## src/rtl/mrpwm_pkg.sv

```systemverilog
package mrpwm_pkg;

    // Bus geometry
    localparam int          APB_AW          = 10;
    localparam int          APB_DW          = 32;

    // Register indices; byte address is four times the index
    localparam logic [7:0]  IDX_LOW_DATA0   = 8'h00;
    localparam logic [7:0]  IDX_BYTE_DATA0  = 8'h08;
    localparam logic [7:0]  IDX_LOW_EN      = 8'h0C;
    localparam logic [7:0]  IDX_BYTE_EN     = 8'h0D;
    localparam logic [7:0]  IDX_CTRL2       = 8'h0E;
    localparam logic [7:0]  IDX_WORK        = 8'h0F;
    localparam logic [7:0]  IDX_POSITION    = 8'h10;
    localparam logic [7:0]  IDX_FINE        = 8'h18;
    localparam logic [7:0]  IDX_COARSE      = 8'h19;
    localparam logic [7:0]  IDX_WIDE_EN     = 8'h22;
    localparam logic [7:0]  IDX_WIDE_POL    = 8'h23;

    // Field positions
    localparam int          CTRL_SIX_POL    = 0;
    localparam int          CTRL_SEVEN_POL  = 1;
    localparam int          CTRL_WIDE_POL   = 2;
    localparam int          WIDE_EN_BIT     = 0;
    localparam int          WIDE_POL_BIT    = 0;

    // Reset values
    localparam logic [6:0]  FINE_RST        = 7'h7F;
    localparam logic [6:0]  COARSE_RST      = 7'h00;
    localparam logic [6:0]  LOW_DATA_RST    = 7'h00;
    localparam logic [7:0]  BYTE_DATA_RST   = 8'h00;
    localparam logic [2:0]  CTRL2_RST       = 3'h0;

    // Timing, in crystal clocks
    localparam int          PRESCALE        = 3;
    localparam int          SIX_PERIOD_XTAL = 192;
    localparam int          SEVEN_PERIOD_XTAL = 384;
    localparam int          BYTE_PERIOD_XTAL = 256;
    localparam int          SUB_PERIOD_XTAL = 384;
    localparam int          FINE_CYCLE_XTAL = 49152;

    // Derived step counts of the counters
    localparam int          SIX_STEPS       = SIX_PERIOD_XTAL / PRESCALE;
    localparam int          SEVEN_STEPS     = SEVEN_PERIOD_XTAL / PRESCALE;
    localparam int          BYTE_STEPS      = BYTE_PERIOD_XTAL;
    localparam int          WIDE_STEPS      = FINE_CYCLE_XTAL / PRESCALE;
    localparam int          SUB_STEPS       = SUB_PERIOD_XTAL / PRESCALE;

    typedef struct packed {
        logic              psel;
        logic              penable;
        logic              pwrite;
        logic [APB_AW-1:0] paddr;
        logic [APB_DW-1:0] pwdata;
    } mrpwm_apb_req_s;

    typedef struct packed {
        logic [APB_DW-1:0] prdata;
        logic              pready;
        logic              pslverr;
    } mrpwm_apb_rsp_s;

endpackage

```

## src/rtl/mrpwm_bank.sv

```systemverilog
// Summary of operation
// - Enable bit picks PWM or port per low pin
// - One polarity bit each, 7-bit and 6-bit groups
// - Low outputs clocked at crystal/3, width=latch
// - 6-bit period 192, 7-bit period 384 clocks
// - Byte outputs enabled individually; absent variant writes zero
// - One polarity bit for all byte outputs
// - Byte outputs at crystal rate, period 256
// - Zero latch: byte output high, low outputs low
// - Wide output drives pin only when enabled
// - Fine and coarse 7-bit latches at 18, 19
// - Fine latch write copies both into working reg
// - Upper bits coarse width, lower bits fine select
// - Coarse OR fine, polarity bit at 23
// - Wide counter at crystal/3, subperiod 384 clocks
// - Coarse low for value+1 steps, then high
// - Fine pulse one step at subperiod start
// - Zero bits select subperiods, union of sets
// - Bit k selects odd multiples of 2^(6-k)
// - All ones adds no fine pulses
// - Coarse low one step longer than 7-bit wave is high
`timescale 1ns/1ps
`default_nettype none

module mrpwm_bank
    import mrpwm_pkg::*;
(
    // Clock and reset
    input  wire logic           clock_i,
    input  wire logic           rst_i,
    // APB slave
    input  wire mrpwm_apb_req_s apb_i,
    output mrpwm_apb_rsp_s      apb_o,
    // Port line values used when a pin is not in PWM use
    input  wire logic [7:0]     low_port_i,
    input  wire logic [3:0]     byte_port_i,
    input  wire logic           wide_port_i,
    // Shared pins
    output logic [7:0]          low_pin_o,
    output logic [3:0]          byte_pin_o,
    output logic                wide_pin_o
);

    localparam logic [1:0]  PRE_LAST   = 2'(PRESCALE - 1);
    localparam logic [6:0]  SEVEN_LAST = 7'(SEVEN_STEPS - 1);
    localparam logic [13:0] WIDE_LAST  = 14'(WIDE_STEPS - 1);

    // Prescaler and counters
    logic [1:0]  pre_r;
    logic        step;
    logic [6:0]  low_count_r;
    logic [7:0]  byte_count_r;
    logic [13:0] wide_count_r;

    // Registers
    logic [6:0]  low_data_r [8];
    logic [7:0]  byte_data_r [4];
    logic [7:0]  low_res_enable_reg_r;
    logic [3:0]  byte_res_enable_reg_r;
    logic [2:0]  second_control_reg_r;
    logic [6:0]  fine_select_latch_r;
    logic [6:0]  coarse_width_latch_r;
    logic [13:0] fourteen_bit_working_reg_r;
    logic        fourteen_bit_enable_r;
    logic        wide_pol_r;

    // Wide output parts
    logic [6:0]  position;
    logic [6:0]  subperiod;
    logic        coarse_out;
    logic        fine_out;
    logic        coarse_out_r;
    logic        fine_out_r;
    logic        fourteen_bit_output;

    // Bus
    logic [7:0]  idx;
    logic        setup_access;
    logic        wr_commit;
    logic        hit;
    logic [31:0] rdata_nxt;

    function automatic logic fine_hit(input logic [6:0] sel_n,
                                      input logic [6:0] sub);
        logic       hit_v;
        logic [6:0] low_mask;
        hit_v    = 1'b0;
        low_mask = 7'h00;
        for (int k = 0; k < 7; k++) begin
            low_mask = (7'h01 << (6 - k)) - 7'h01;
            // Bit k zero: subperiods that are odd multiples of 2^(6-k)
            if (!sel_n[k] && sub[6 - k]
                && ((sub & low_mask) == 7'h00)) begin
                hit_v = 1'b1;
            end
        end
        return hit_v;
    endfunction

    // Crystal/3 step
    // One shared step keeps every slow counter in phase with the others
    always_ff @(posedge clock_i or posedge rst_i) begin
        if (rst_i) begin
            pre_r <= 2'h0;
        end else if (pre_r == PRE_LAST) begin
            pre_r <= 2'h0;
        end else begin
            pre_r <= pre_r + 2'h1;
        end
    end

    assign step = (pre_r == PRE_LAST);

    // Low-resolution counter; the 6-bit group uses its low bits
    always_ff @(posedge clock_i or posedge rst_i) begin
        if (rst_i) begin
            low_count_r <= 7'h00;
        end else if (step) begin
            if (low_count_r == SEVEN_LAST) begin
                low_count_r <= 7'h00;
            end else begin
                low_count_r <= low_count_r + 7'h01;
            end
        end
    end

    // Byte counter, every crystal clock
    always_ff @(posedge clock_i or posedge rst_i) begin
        if (rst_i) begin
            byte_count_r <= 8'h00;
        end else begin
            byte_count_r <= byte_count_r + 8'h01;
        end
    end

    // Wide counter
    always_ff @(posedge clock_i or posedge rst_i) begin
        if (rst_i) begin
            wide_count_r <= 14'h0000;
        end else if (step) begin
            if (wide_count_r == WIDE_LAST) begin
                wide_count_r <= 14'h0000;
            end else begin
                wide_count_r <= wide_count_r + 14'h0001;
            end
        end
    end

    // Bus decode
    assign idx          = apb_i.paddr[9:2];
    assign setup_access = apb_i.psel & apb_i.penable & ~apb_o.pready;
    assign wr_commit    = apb_i.psel & apb_i.penable & apb_o.pready
                          & apb_i.pwrite & ~apb_o.pslverr;

    always_comb begin
        hit       = 1'b1;
        rdata_nxt = 32'h0000_0000;
        if (idx < IDX_BYTE_DATA0) begin
            rdata_nxt[6:0] = low_data_r[idx[2:0]];
        end else if (idx < IDX_LOW_EN) begin
            rdata_nxt[7:0] = byte_data_r[idx[1:0]];
        end else begin
            case (idx)
                IDX_LOW_EN:   rdata_nxt[7:0]  = low_res_enable_reg_r;
                IDX_BYTE_EN:  rdata_nxt[3:0]  = byte_res_enable_reg_r;
                IDX_CTRL2:    rdata_nxt[2:0]  = second_control_reg_r;
                IDX_WORK:     rdata_nxt[13:0] = fourteen_bit_working_reg_r;
                IDX_POSITION: rdata_nxt[13:0] = wide_count_r;
                IDX_FINE:     rdata_nxt[6:0]  = fine_select_latch_r;
                IDX_COARSE:   rdata_nxt[6:0]  = coarse_width_latch_r;
                IDX_WIDE_EN:  rdata_nxt[WIDE_EN_BIT] = fourteen_bit_enable_r;
                IDX_WIDE_POL: rdata_nxt[WIDE_POL_BIT] = wide_pol_r;
                default:      hit = 1'b0;
            endcase
        end
    end

    // One wait state; answer is registered so outputs come from flops
    always_ff @(posedge clock_i or posedge rst_i) begin
        if (rst_i) begin
            apb_o <= '0;
        end else begin
            apb_o.pready <= setup_access;
            if (setup_access) begin
                apb_o.pslverr <= ~hit;
                apb_o.prdata  <= apb_i.pwrite ? 32'h0000_0000 : rdata_nxt;
            end else begin
                apb_o.pslverr <= 1'b0;
            end
        end
    end

    // Duty latches of the low and byte outputs
    always_ff @(posedge clock_i or posedge rst_i) begin
        if (rst_i) begin
            for (int i = 0; i < 8; i++) begin
                low_data_r[i] <= LOW_DATA_RST;
            end
            for (int i = 0; i < 4; i++) begin
                byte_data_r[i] <= BYTE_DATA_RST;
            end
        end else if (wr_commit) begin
            if (idx < IDX_BYTE_DATA0) begin
                low_data_r[idx[2:0]] <= apb_i.pwdata[6:0];
            end else if (idx < IDX_LOW_EN) begin
                byte_data_r[idx[1:0]] <= apb_i.pwdata[7:0];
            end
        end
    end

    // Enables and polarity
    always_ff @(posedge clock_i or posedge rst_i) begin
        if (rst_i) begin
            low_res_enable_reg_r  <= 8'h00;
            byte_res_enable_reg_r <= 4'h0;
            fourteen_bit_enable_r <= 1'b0;
            second_control_reg_r  <= CTRL2_RST;
            wide_pol_r            <= 1'b0;
        end else if (wr_commit) begin
            case (idx)
                IDX_LOW_EN:   low_res_enable_reg_r  <= apb_i.pwdata[7:0];
                IDX_BYTE_EN:  byte_res_enable_reg_r <= apb_i.pwdata[3:0];
                IDX_CTRL2:    second_control_reg_r  <= apb_i.pwdata[2:0];
                IDX_WIDE_EN:  fourteen_bit_enable_r <=
                                  apb_i.pwdata[WIDE_EN_BIT];
                IDX_WIDE_POL: wide_pol_r <= apb_i.pwdata[WIDE_POL_BIT];
                default:      ;
            endcase
        end
    end

    // Coarse is staged; the fine write moves both together
    // A fine write ahead of the coarse write loads the old coarse width
    always_ff @(posedge clock_i or posedge rst_i) begin
        if (rst_i) begin
            fine_select_latch_r        <= FINE_RST;
            coarse_width_latch_r       <= COARSE_RST;
            fourteen_bit_working_reg_r <= {COARSE_RST, FINE_RST};
        end else if (wr_commit) begin
            if (idx == IDX_COARSE) begin
                coarse_width_latch_r <= apb_i.pwdata[6:0];
            end
            if (idx == IDX_FINE) begin
                fine_select_latch_r        <= apb_i.pwdata[6:0];
                fourteen_bit_working_reg_r <= {coarse_width_latch_r,
                                               apb_i.pwdata[6:0]};
            end
        end
    end

    // Wide output
    assign position  = wide_count_r[6:0];
    assign subperiod = wide_count_r[13:7];

    // Low for value+1 steps, high for the rest of the subperiod
    assign coarse_out = (position >
                         fourteen_bit_working_reg_r[13:7]);

    // All ones gives no hit, so coarse alone remains
    assign fine_out = (position == 7'h00)
                      && fine_hit(fourteen_bit_working_reg_r[6:0],
                                  subperiod);

    // Both controllers flopped alike, so the OR sees aligned edges
    always_ff @(posedge clock_i or posedge rst_i) begin
        if (rst_i) begin
            coarse_out_r <= 1'b0;
            fine_out_r   <= 1'b0;
        end else begin
            coarse_out_r <= coarse_out;
            fine_out_r   <= fine_out;
        end
    end

    // Polarity after the mixer; the pin lags the counter by two clocks
    assign fourteen_bit_output = (coarse_out_r | fine_out_r)
                                 ^ wide_pol_r;

    always_ff @(posedge clock_i or posedge rst_i) begin
        if (rst_i) begin
            wide_pin_o <= 1'b0;
        end else if (fourteen_bit_enable_r) begin
            wide_pin_o <= fourteen_bit_output;
        end else begin
            wide_pin_o <= wide_port_i;
        end
    end

    // Low-resolution outputs: 7-bit group then 6-bit group
    for (genvar g = 0; g < 4; g++) begin : g_seven
        mrpwm_chan #(
            .W (7)
        ) u_chan (
            .clock_i     (clock_i),
            .rst_i       (rst_i),
            .count_i     (low_count_r),
            .duty_i      (low_data_r[g]),
            .zero_high_i (1'b0),
            .invert_i    (second_control_reg_r[CTRL_SEVEN_POL]),
            .enable_i    (low_res_enable_reg_r[g]),
            .port_i      (low_port_i[g]),
            .pin_o       (low_pin_o[g])
        );
    end

    for (genvar g = 4; g < 8; g++) begin : g_six
        mrpwm_chan #(
            .W (6)
        ) u_chan (
            .clock_i     (clock_i),
            .rst_i       (rst_i),
            .count_i     (low_count_r[5:0]),
            .duty_i      (low_data_r[g][5:0]),
            .zero_high_i (1'b0),
            .invert_i    (second_control_reg_r[CTRL_SIX_POL]),
            .enable_i    (low_res_enable_reg_r[g]),
            .port_i      (low_port_i[g]),
            .pin_o       (low_pin_o[g])
        );
    end

    // Byte outputs; a variant without them keeps the enables at zero
    for (genvar g = 0; g < 4; g++) begin : g_byte
        mrpwm_chan #(
            .W (8)
        ) u_chan (
            .clock_i     (clock_i),
            .rst_i       (rst_i),
            .count_i     (byte_count_r),
            .duty_i      (byte_data_r[g]),
            .zero_high_i (1'b1),
            .invert_i    (second_control_reg_r[CTRL_WIDE_POL]),
            .enable_i    (byte_res_enable_reg_r[g]),
            .port_i      (byte_port_i[g]),
            .pin_o       (byte_pin_o[g])
        );
    end

endmodule // mrpwm_bank

`default_nettype wire

```

## src/rtl/mrpwm_chan.sv

```systemverilog
`timescale 1ns/1ps
`default_nettype none

module mrpwm_chan
    import mrpwm_pkg::*;
#(
    parameter int W = 7
) (
    // Clock and reset
    input  wire logic         clock_i,
    input  wire logic         rst_i,
    // Shared counter and settings
    input  wire logic [W-1:0] count_i,
    input  wire logic [W-1:0] duty_i,
    input  wire logic         zero_high_i,
    input  wire logic         invert_i,
    input  wire logic         enable_i,
    // Port line value when not in PWM use
    input  wire logic         port_i,
    output logic              pin_o
);

    logic active;

    // Zero duty is a constant level, not a one-step glitch
    always_comb begin
        if (duty_i == '0) begin
            active = zero_high_i;
        end else begin
            active = (count_i < duty_i);
        end
    end

    always_ff @(posedge clock_i or posedge rst_i) begin
        if (rst_i) begin
            pin_o <= 1'b0;
        end else if (enable_i) begin
            pin_o <= active ^ invert_i;
        end else begin
            pin_o <= port_i;
        end
    end

endmodule // mrpwm_chan

`default_nettype wire

```

## config.mk

```make
export PLATFORM = sky130hd
export DESIGN_NAME = mrpwm_bank
export DESIGN_NICKNAME = d
export VERILOG_FILES = /design/src/rtl/mrpwm_pkg.sv /design/src/rtl/mrpwm_bank.sv /design/src/rtl/mrpwm_chan.sv
export SDC_FILE = /design/constraint.sdc
export NUM_CORES = 1
export LEC_CHECK = 0
export ABC_AREA = 1
export BUFFER_PORTS_ARGS = -buffer_cell sky130_fd_sc_hd__buf_4
export CORE_UTILIZATION = 45
export CTS_BUF_LIST = sky130_fd_sc_hd__clkbuf_8
export DETAILED_ROUTE_END_ITERATION = 8
export SKIP_LAST_GASP = 1
export SYNTH_ARGS = -nofsm -noshare
export SYNTH_HDL_FRONTEND = slang
export SYNTH_SLANG_ARGS = --single-unit
```

## constraint.sdc

```tcl
create_clock -name clock_i -period 10.8 [get_ports clock_i]
set_input_delay 0 -clock clock_i [delete_from_list [all_inputs] [get_ports clock_i]]
set_output_delay 0 -clock clock_i [all_outputs]
set_load 0.005 [all_outputs]
```

== After elaboration in Yosys (flattened, before gate mapping) ==
Index checks and enable logic that the tools add are counted.
Storage, ports and cells
  flip-flop bits (word level): 213
  input bits: 60
  latch bits: 0
  logic and storage cells: 216
  output and inout port bits: 47
  memory bits (writable): 0
  memories: 0
  memory bits (read-only): 0
Operators by class
  bitwise operators: 25
  $mul: 0
  $lt $le $gt $ge: 19
  multiplexer cells: 62
  div/mod/pow operators: 0
  shift-type cells: 0
  add/sub/neg operators: 4
  equality and inequality tests: 12
  reduce and logical (&&, ||, !) cells: 52
Operator list (number)
  $logic_not 7->1: 11
  $bwmux 56: 1
  $mux 7: 6
  $mux 1: 36
  $bwmux 32: 1
  $eq 8x4->1 const B: 4
  $logic_not 8->1: 4
  $lt 8x8->1: 4
  $mux 8: 4
  $lt 7x7->1: 4
  $mux 14: 2
  $eq 8x5->1 const B: 3
  $logic_not 6->1: 4
  $lt 6x6->1: 4
  $bmux 7 s3: 1
  $demux 7 s3: 1
  $bmux 8 s2: 1
  $demux 8 s2: 1
  $eq 8x6->1 const B: 2
  $logic_and 1x1->1: 16
  $lt 8x4->1 const B: 2
  $reduce_and 2->1: 8
  $pmux 3 s5: 1
  $add 14x1->14 const B: 1
  27 further kinds: 52

== Depth between registers and ports, before layout ==
  word-level depth: 11
  depth in mapped cells: 12
  depth with buffers taken out: 12

== Hierarchy ==
Synthesis repeated with hierarchy kept, for this count alone.
Unflattened totals
  cell total of the unflattened synthesis: 1635
  area, all modules: 12152.9 µm²
By module, submodules not included
  mrpwm_bank: area an instance 8869.8 µm², instances 1, cells each 1071, sequential area each 4413.0 µm²
  mrpwm_chan at g_byte[0].u_chan ...: area an instance 286.5 µm², instances 4, cells each 49, sequential area each 25.0 µm²
  mrpwm_chan at g_seven[0].u_chan ...: area an instance 285.3 µm², instances 4, cells each 49, sequential area each 25.0 µm²
  mrpwm_chan at g_six[4].u_chan ...: area an instance 249.0 µm², instances 4, cells each 43, sequential area each 25.0 µm²

== Worst setup path after synthesis ==
No wires, ideal clock.
  kind: register -> register
  from: register apb_o[0] (netlist name)
  to: register byte_data_r[0] (netlist name)
  setup time: 120 ps
  clock period less this slack: 1478 ps
  buffers on the path: 2
  arrival time: 1358 ps
  required time: 10680 ps
  slack: 9322 ps
  stages on the path, launching flop included: 9
  cells stage by stage: dfrtp_1 nor2_1 nand3_2 inv_1 buf_4 nand3_4 buf_2 o21ai_0 inv_1
Between the ends
  word-level cells in the longest chain between the ends: 3
RTL lines
  start: declaration: line mrpwm_bank.sv:33  | output mrpwm_apb_rsp_s apb_o,
  $not 1->1: line mrpwm_bank.sv:153  | & apb_i.pwrite & ~apb_o.pslverr;
  $and 1x1->1: line mrpwm_bank.sv:153
  $reduce_and 3->1 (no line)
  end signal: indexed assignment: line mrpwm_bank.sv:206  | byte_data_r[idx[1:0]] <= apb_i.pwdata[7:0];
  end: declaration: line mrpwm_bank.sv:57  | logic [7:0] byte_data_r [4];
No other way between the ends.
A chain may end at the register's enable or synchronous reset.

== Worst setup path in the final report ==
  from: input port apb_i[43] (netlist name)
  to: register apb_o[2] (netlist name)
Between the ends
  word-level cells in the longest chain between the ends: 2
RTL lines
  start: declaration: line mrpwm_bank.sv:32  | input wire mrpwm_apb_req_s apb_i,
  $and 1x1->1 (2 in series): line mrpwm_bank.sv:151  | assign setup_access = apb_i.psel & apb_i.penable & ~apb_o.pready;
  net setup_access: line mrpwm_bank.sv:78  | logic setup_access;
The timed path passes the listed nets, and every way through them passes these cells.

==> impl_metrics.toml <==
[status]
status = "completed"

[route]
drc_errors = 0
viasPerCell = 5.23
vias = 9606
drtIter0Drc = 942
drt_wl_total_mm = 31.7
top_layer = "met4"
dr.pass1.iters = 5
route.met3.wl_mm = 1.97
wl_met2_mm = 14.1
wl_per_cell_um = 17.2
wl_met1_mm = 14.9
ant_nets = 0

[final_layout]
fin_area_um2 = 12500
final_common_cell = "nand2_1"
drive_gt1_frac = 0.0964
final_util = 0.510
most-common-layout-cells = "344 x nand2_1, 208 x inv_1, 181 x dfrtp_1"
finalNonFillerCells = 1838
nets = 1644
area_growth_pct = 10.0
antenna_cells = 0

[worst_setup_path]
worstSetupPathType = "in2reg"
start_kind = "primary input"
crit_arrival_ns = 2.90
setup.worst_path.start = "apb_i[43]"
crit_fanout = 15
critPathCaptureType = "flop"
cp.required_ns = 11.22
critical_path.reg2reg.startpoint = "apb_o[0]"

[logic_synthesis]
ys.flop_type = "dfrtp_1"
async_reset_ff_frac = 1.00
yosysWarnings = 0
yosysSeqAreaShare = 0.414
synth_largest_area_cell = "dfrtp_1"
synth_cells = 1444
netlist.area_leader.share = 0.398
synth_cell_types = 46
ys_top_cells_by_area = "dfrtp_1 40%, nand2_1 11%, ha_1 9.1%"
syn_area_um2 = 11400
synth-edff-count = 0
avgSynthCellArea_um2 = 7.89
ys_seq_elements = 188

[clock_network]
ctsLongestPathBuffers = 2
cts_buffers = 17
hold_buffers = 25
cts.clk_slew.worst_paths_ns = 0.11
clk_latency_ns = 0.48
clock-sinks = 188
cts_tree = "done"
postCtsSetupBuffers = 0
post_cts_resized = 0
root_buffer = "clkbuf_8"
htree_levels = 4

[timing]
setup_viol = 0
slew_viol_final = 0
finalCriticalPeriod_ns = 2.47
finClkSkew_ns = 0.0187
rsz0062_at_grt = "no"
fmaxAchievable_mhz = 404
fin_ws_ns = 8.33
worst_pin_slew_ns = 0.963
final.setup.tns_ns = 0
whs_ns = 0.0276
finalHoldViolations = 0
min_period_over_period = 0.229
slew_headroom = 0.355

[job]
cap_violations = 0

[placed_design]
gp_congestion = 0.915
dp_hpwl_mm = 23.2
placed_cell_area_um2 = 11900
dp.cells = 1781
portBuffers = 62
pre_cts_ws_ns = 8.47

[floorplan]
row_count = 57
die_x_um = 161
fp.coreArea_um2 = 24600
ioPinCount = 107
initial_core_util = 0.463
die_area_um2 = 26000
die_h_um = 161

[global_routing]
grt_overflow = 0
grt_pass1_wl_mm = 50.7
antenna_found_initial = 0
grt_max_degree = 119
grt_usage = 0.256
grt_pass1_vias = 9050

[power_and_ir_drop]
cellPowerDensity_nw_per_um2 = 102
vdd_drop_max_mv = 0.0589
leakage_nw = 6.07
totalPowerFinal_mw = 1.28

[worst_hold_path]
hold_path_class = "in2reg"
hold_path.startpoint = "apb_i[42]"
final cells by class:
cell class | instances | area [um^2]
clock buffers | 19 | 262
clock inverters | 13 | 125
fillers | 2440 | 12100
inverters | 213 | 812
multi-input cells | 990 | 5470
flip-flops and latches | 188 | 4710
well taps | 324 | 405
repair buffers | 91 | 746
registers in the layout, summed over array words and instances, names as in the netlist, 6 cells and up:
name,flops
low_count_r,7
coarse_width_latch_r,7
low_res_enable_reg_r,8
apb_o,16
byte_data_r,32
fourteen_bit_working_reg_r,8
wide_count_r,14
byte_count_r,8
fine_select_latch_r,6
low_data_r,56
cells in the mapped netlist (13+ instances only):
cell / n
buf_2: 14
clkbuf_1: 13
nand4_1: 23
a22oi_1: 17
xor2_1: 18
o21ai_1: 54
buf_4: 33
nand3_1: 87
nand2_1: 344
inv_1: 209
a21oi_1: 62
dfrtp_1: 181
ha_1: 83
nor3_1: 19
o21ai_0: 81
nor2_1: 97
critical path, cell delays in order:
cell           delay (ns)
dlygate4sd3_1        0.52
buf_4                0.10
nand2_1              0.05
dlygate4sd3_1        0.56
nor2_1               0.22
inv_1                0.26
nor2_1               0.80
nand2_1              0.15
inv_1                0.08
nand2_1              0.09
nand2_1              0.07
per-layer routing:
metal | global-route usage | up-vias
met1 | 0.367 | 4463
met2 | 0.393 | 314
met5 | 0 | -
li1 | - | 4788
met4 | 0.0759 | 0
met3 | 0.0465 | 41
cell families after synthesis:
group	share of synthesized area
AND/OR/NAND/NOR	0.235
multiplexers	0.00198
other	0.000329
flip-flops	0.414
AO/OA/AOI/OAI	0.131
adder cells (fa/ha/maj)	0.0911
buffers and inverters	0.111
XOR/XNOR	0.0146
where the power goes:
part	internal [mW]	switching [mW]	leakage, nW
sequential	0.709	0.00286	2.37
combinational	0.0308	0.0645	3.51
clock	0.183	0.291	0.197
final timing paths:
path,endpoint,slack (ns),cells after the start
max,apb_o[2],8.33,11
min,apb_o[15],0.03,4
max reg2reg,byte_data_r[28],8.45,6
min reg2reg,pre_r[0],0.43,1
max in group asynchronous,low_data_r[49],9.18,4
min in group asynchronous,wide_count_r[4],0.19,3
No activity file was read; power rests on OpenSTA's default activity.
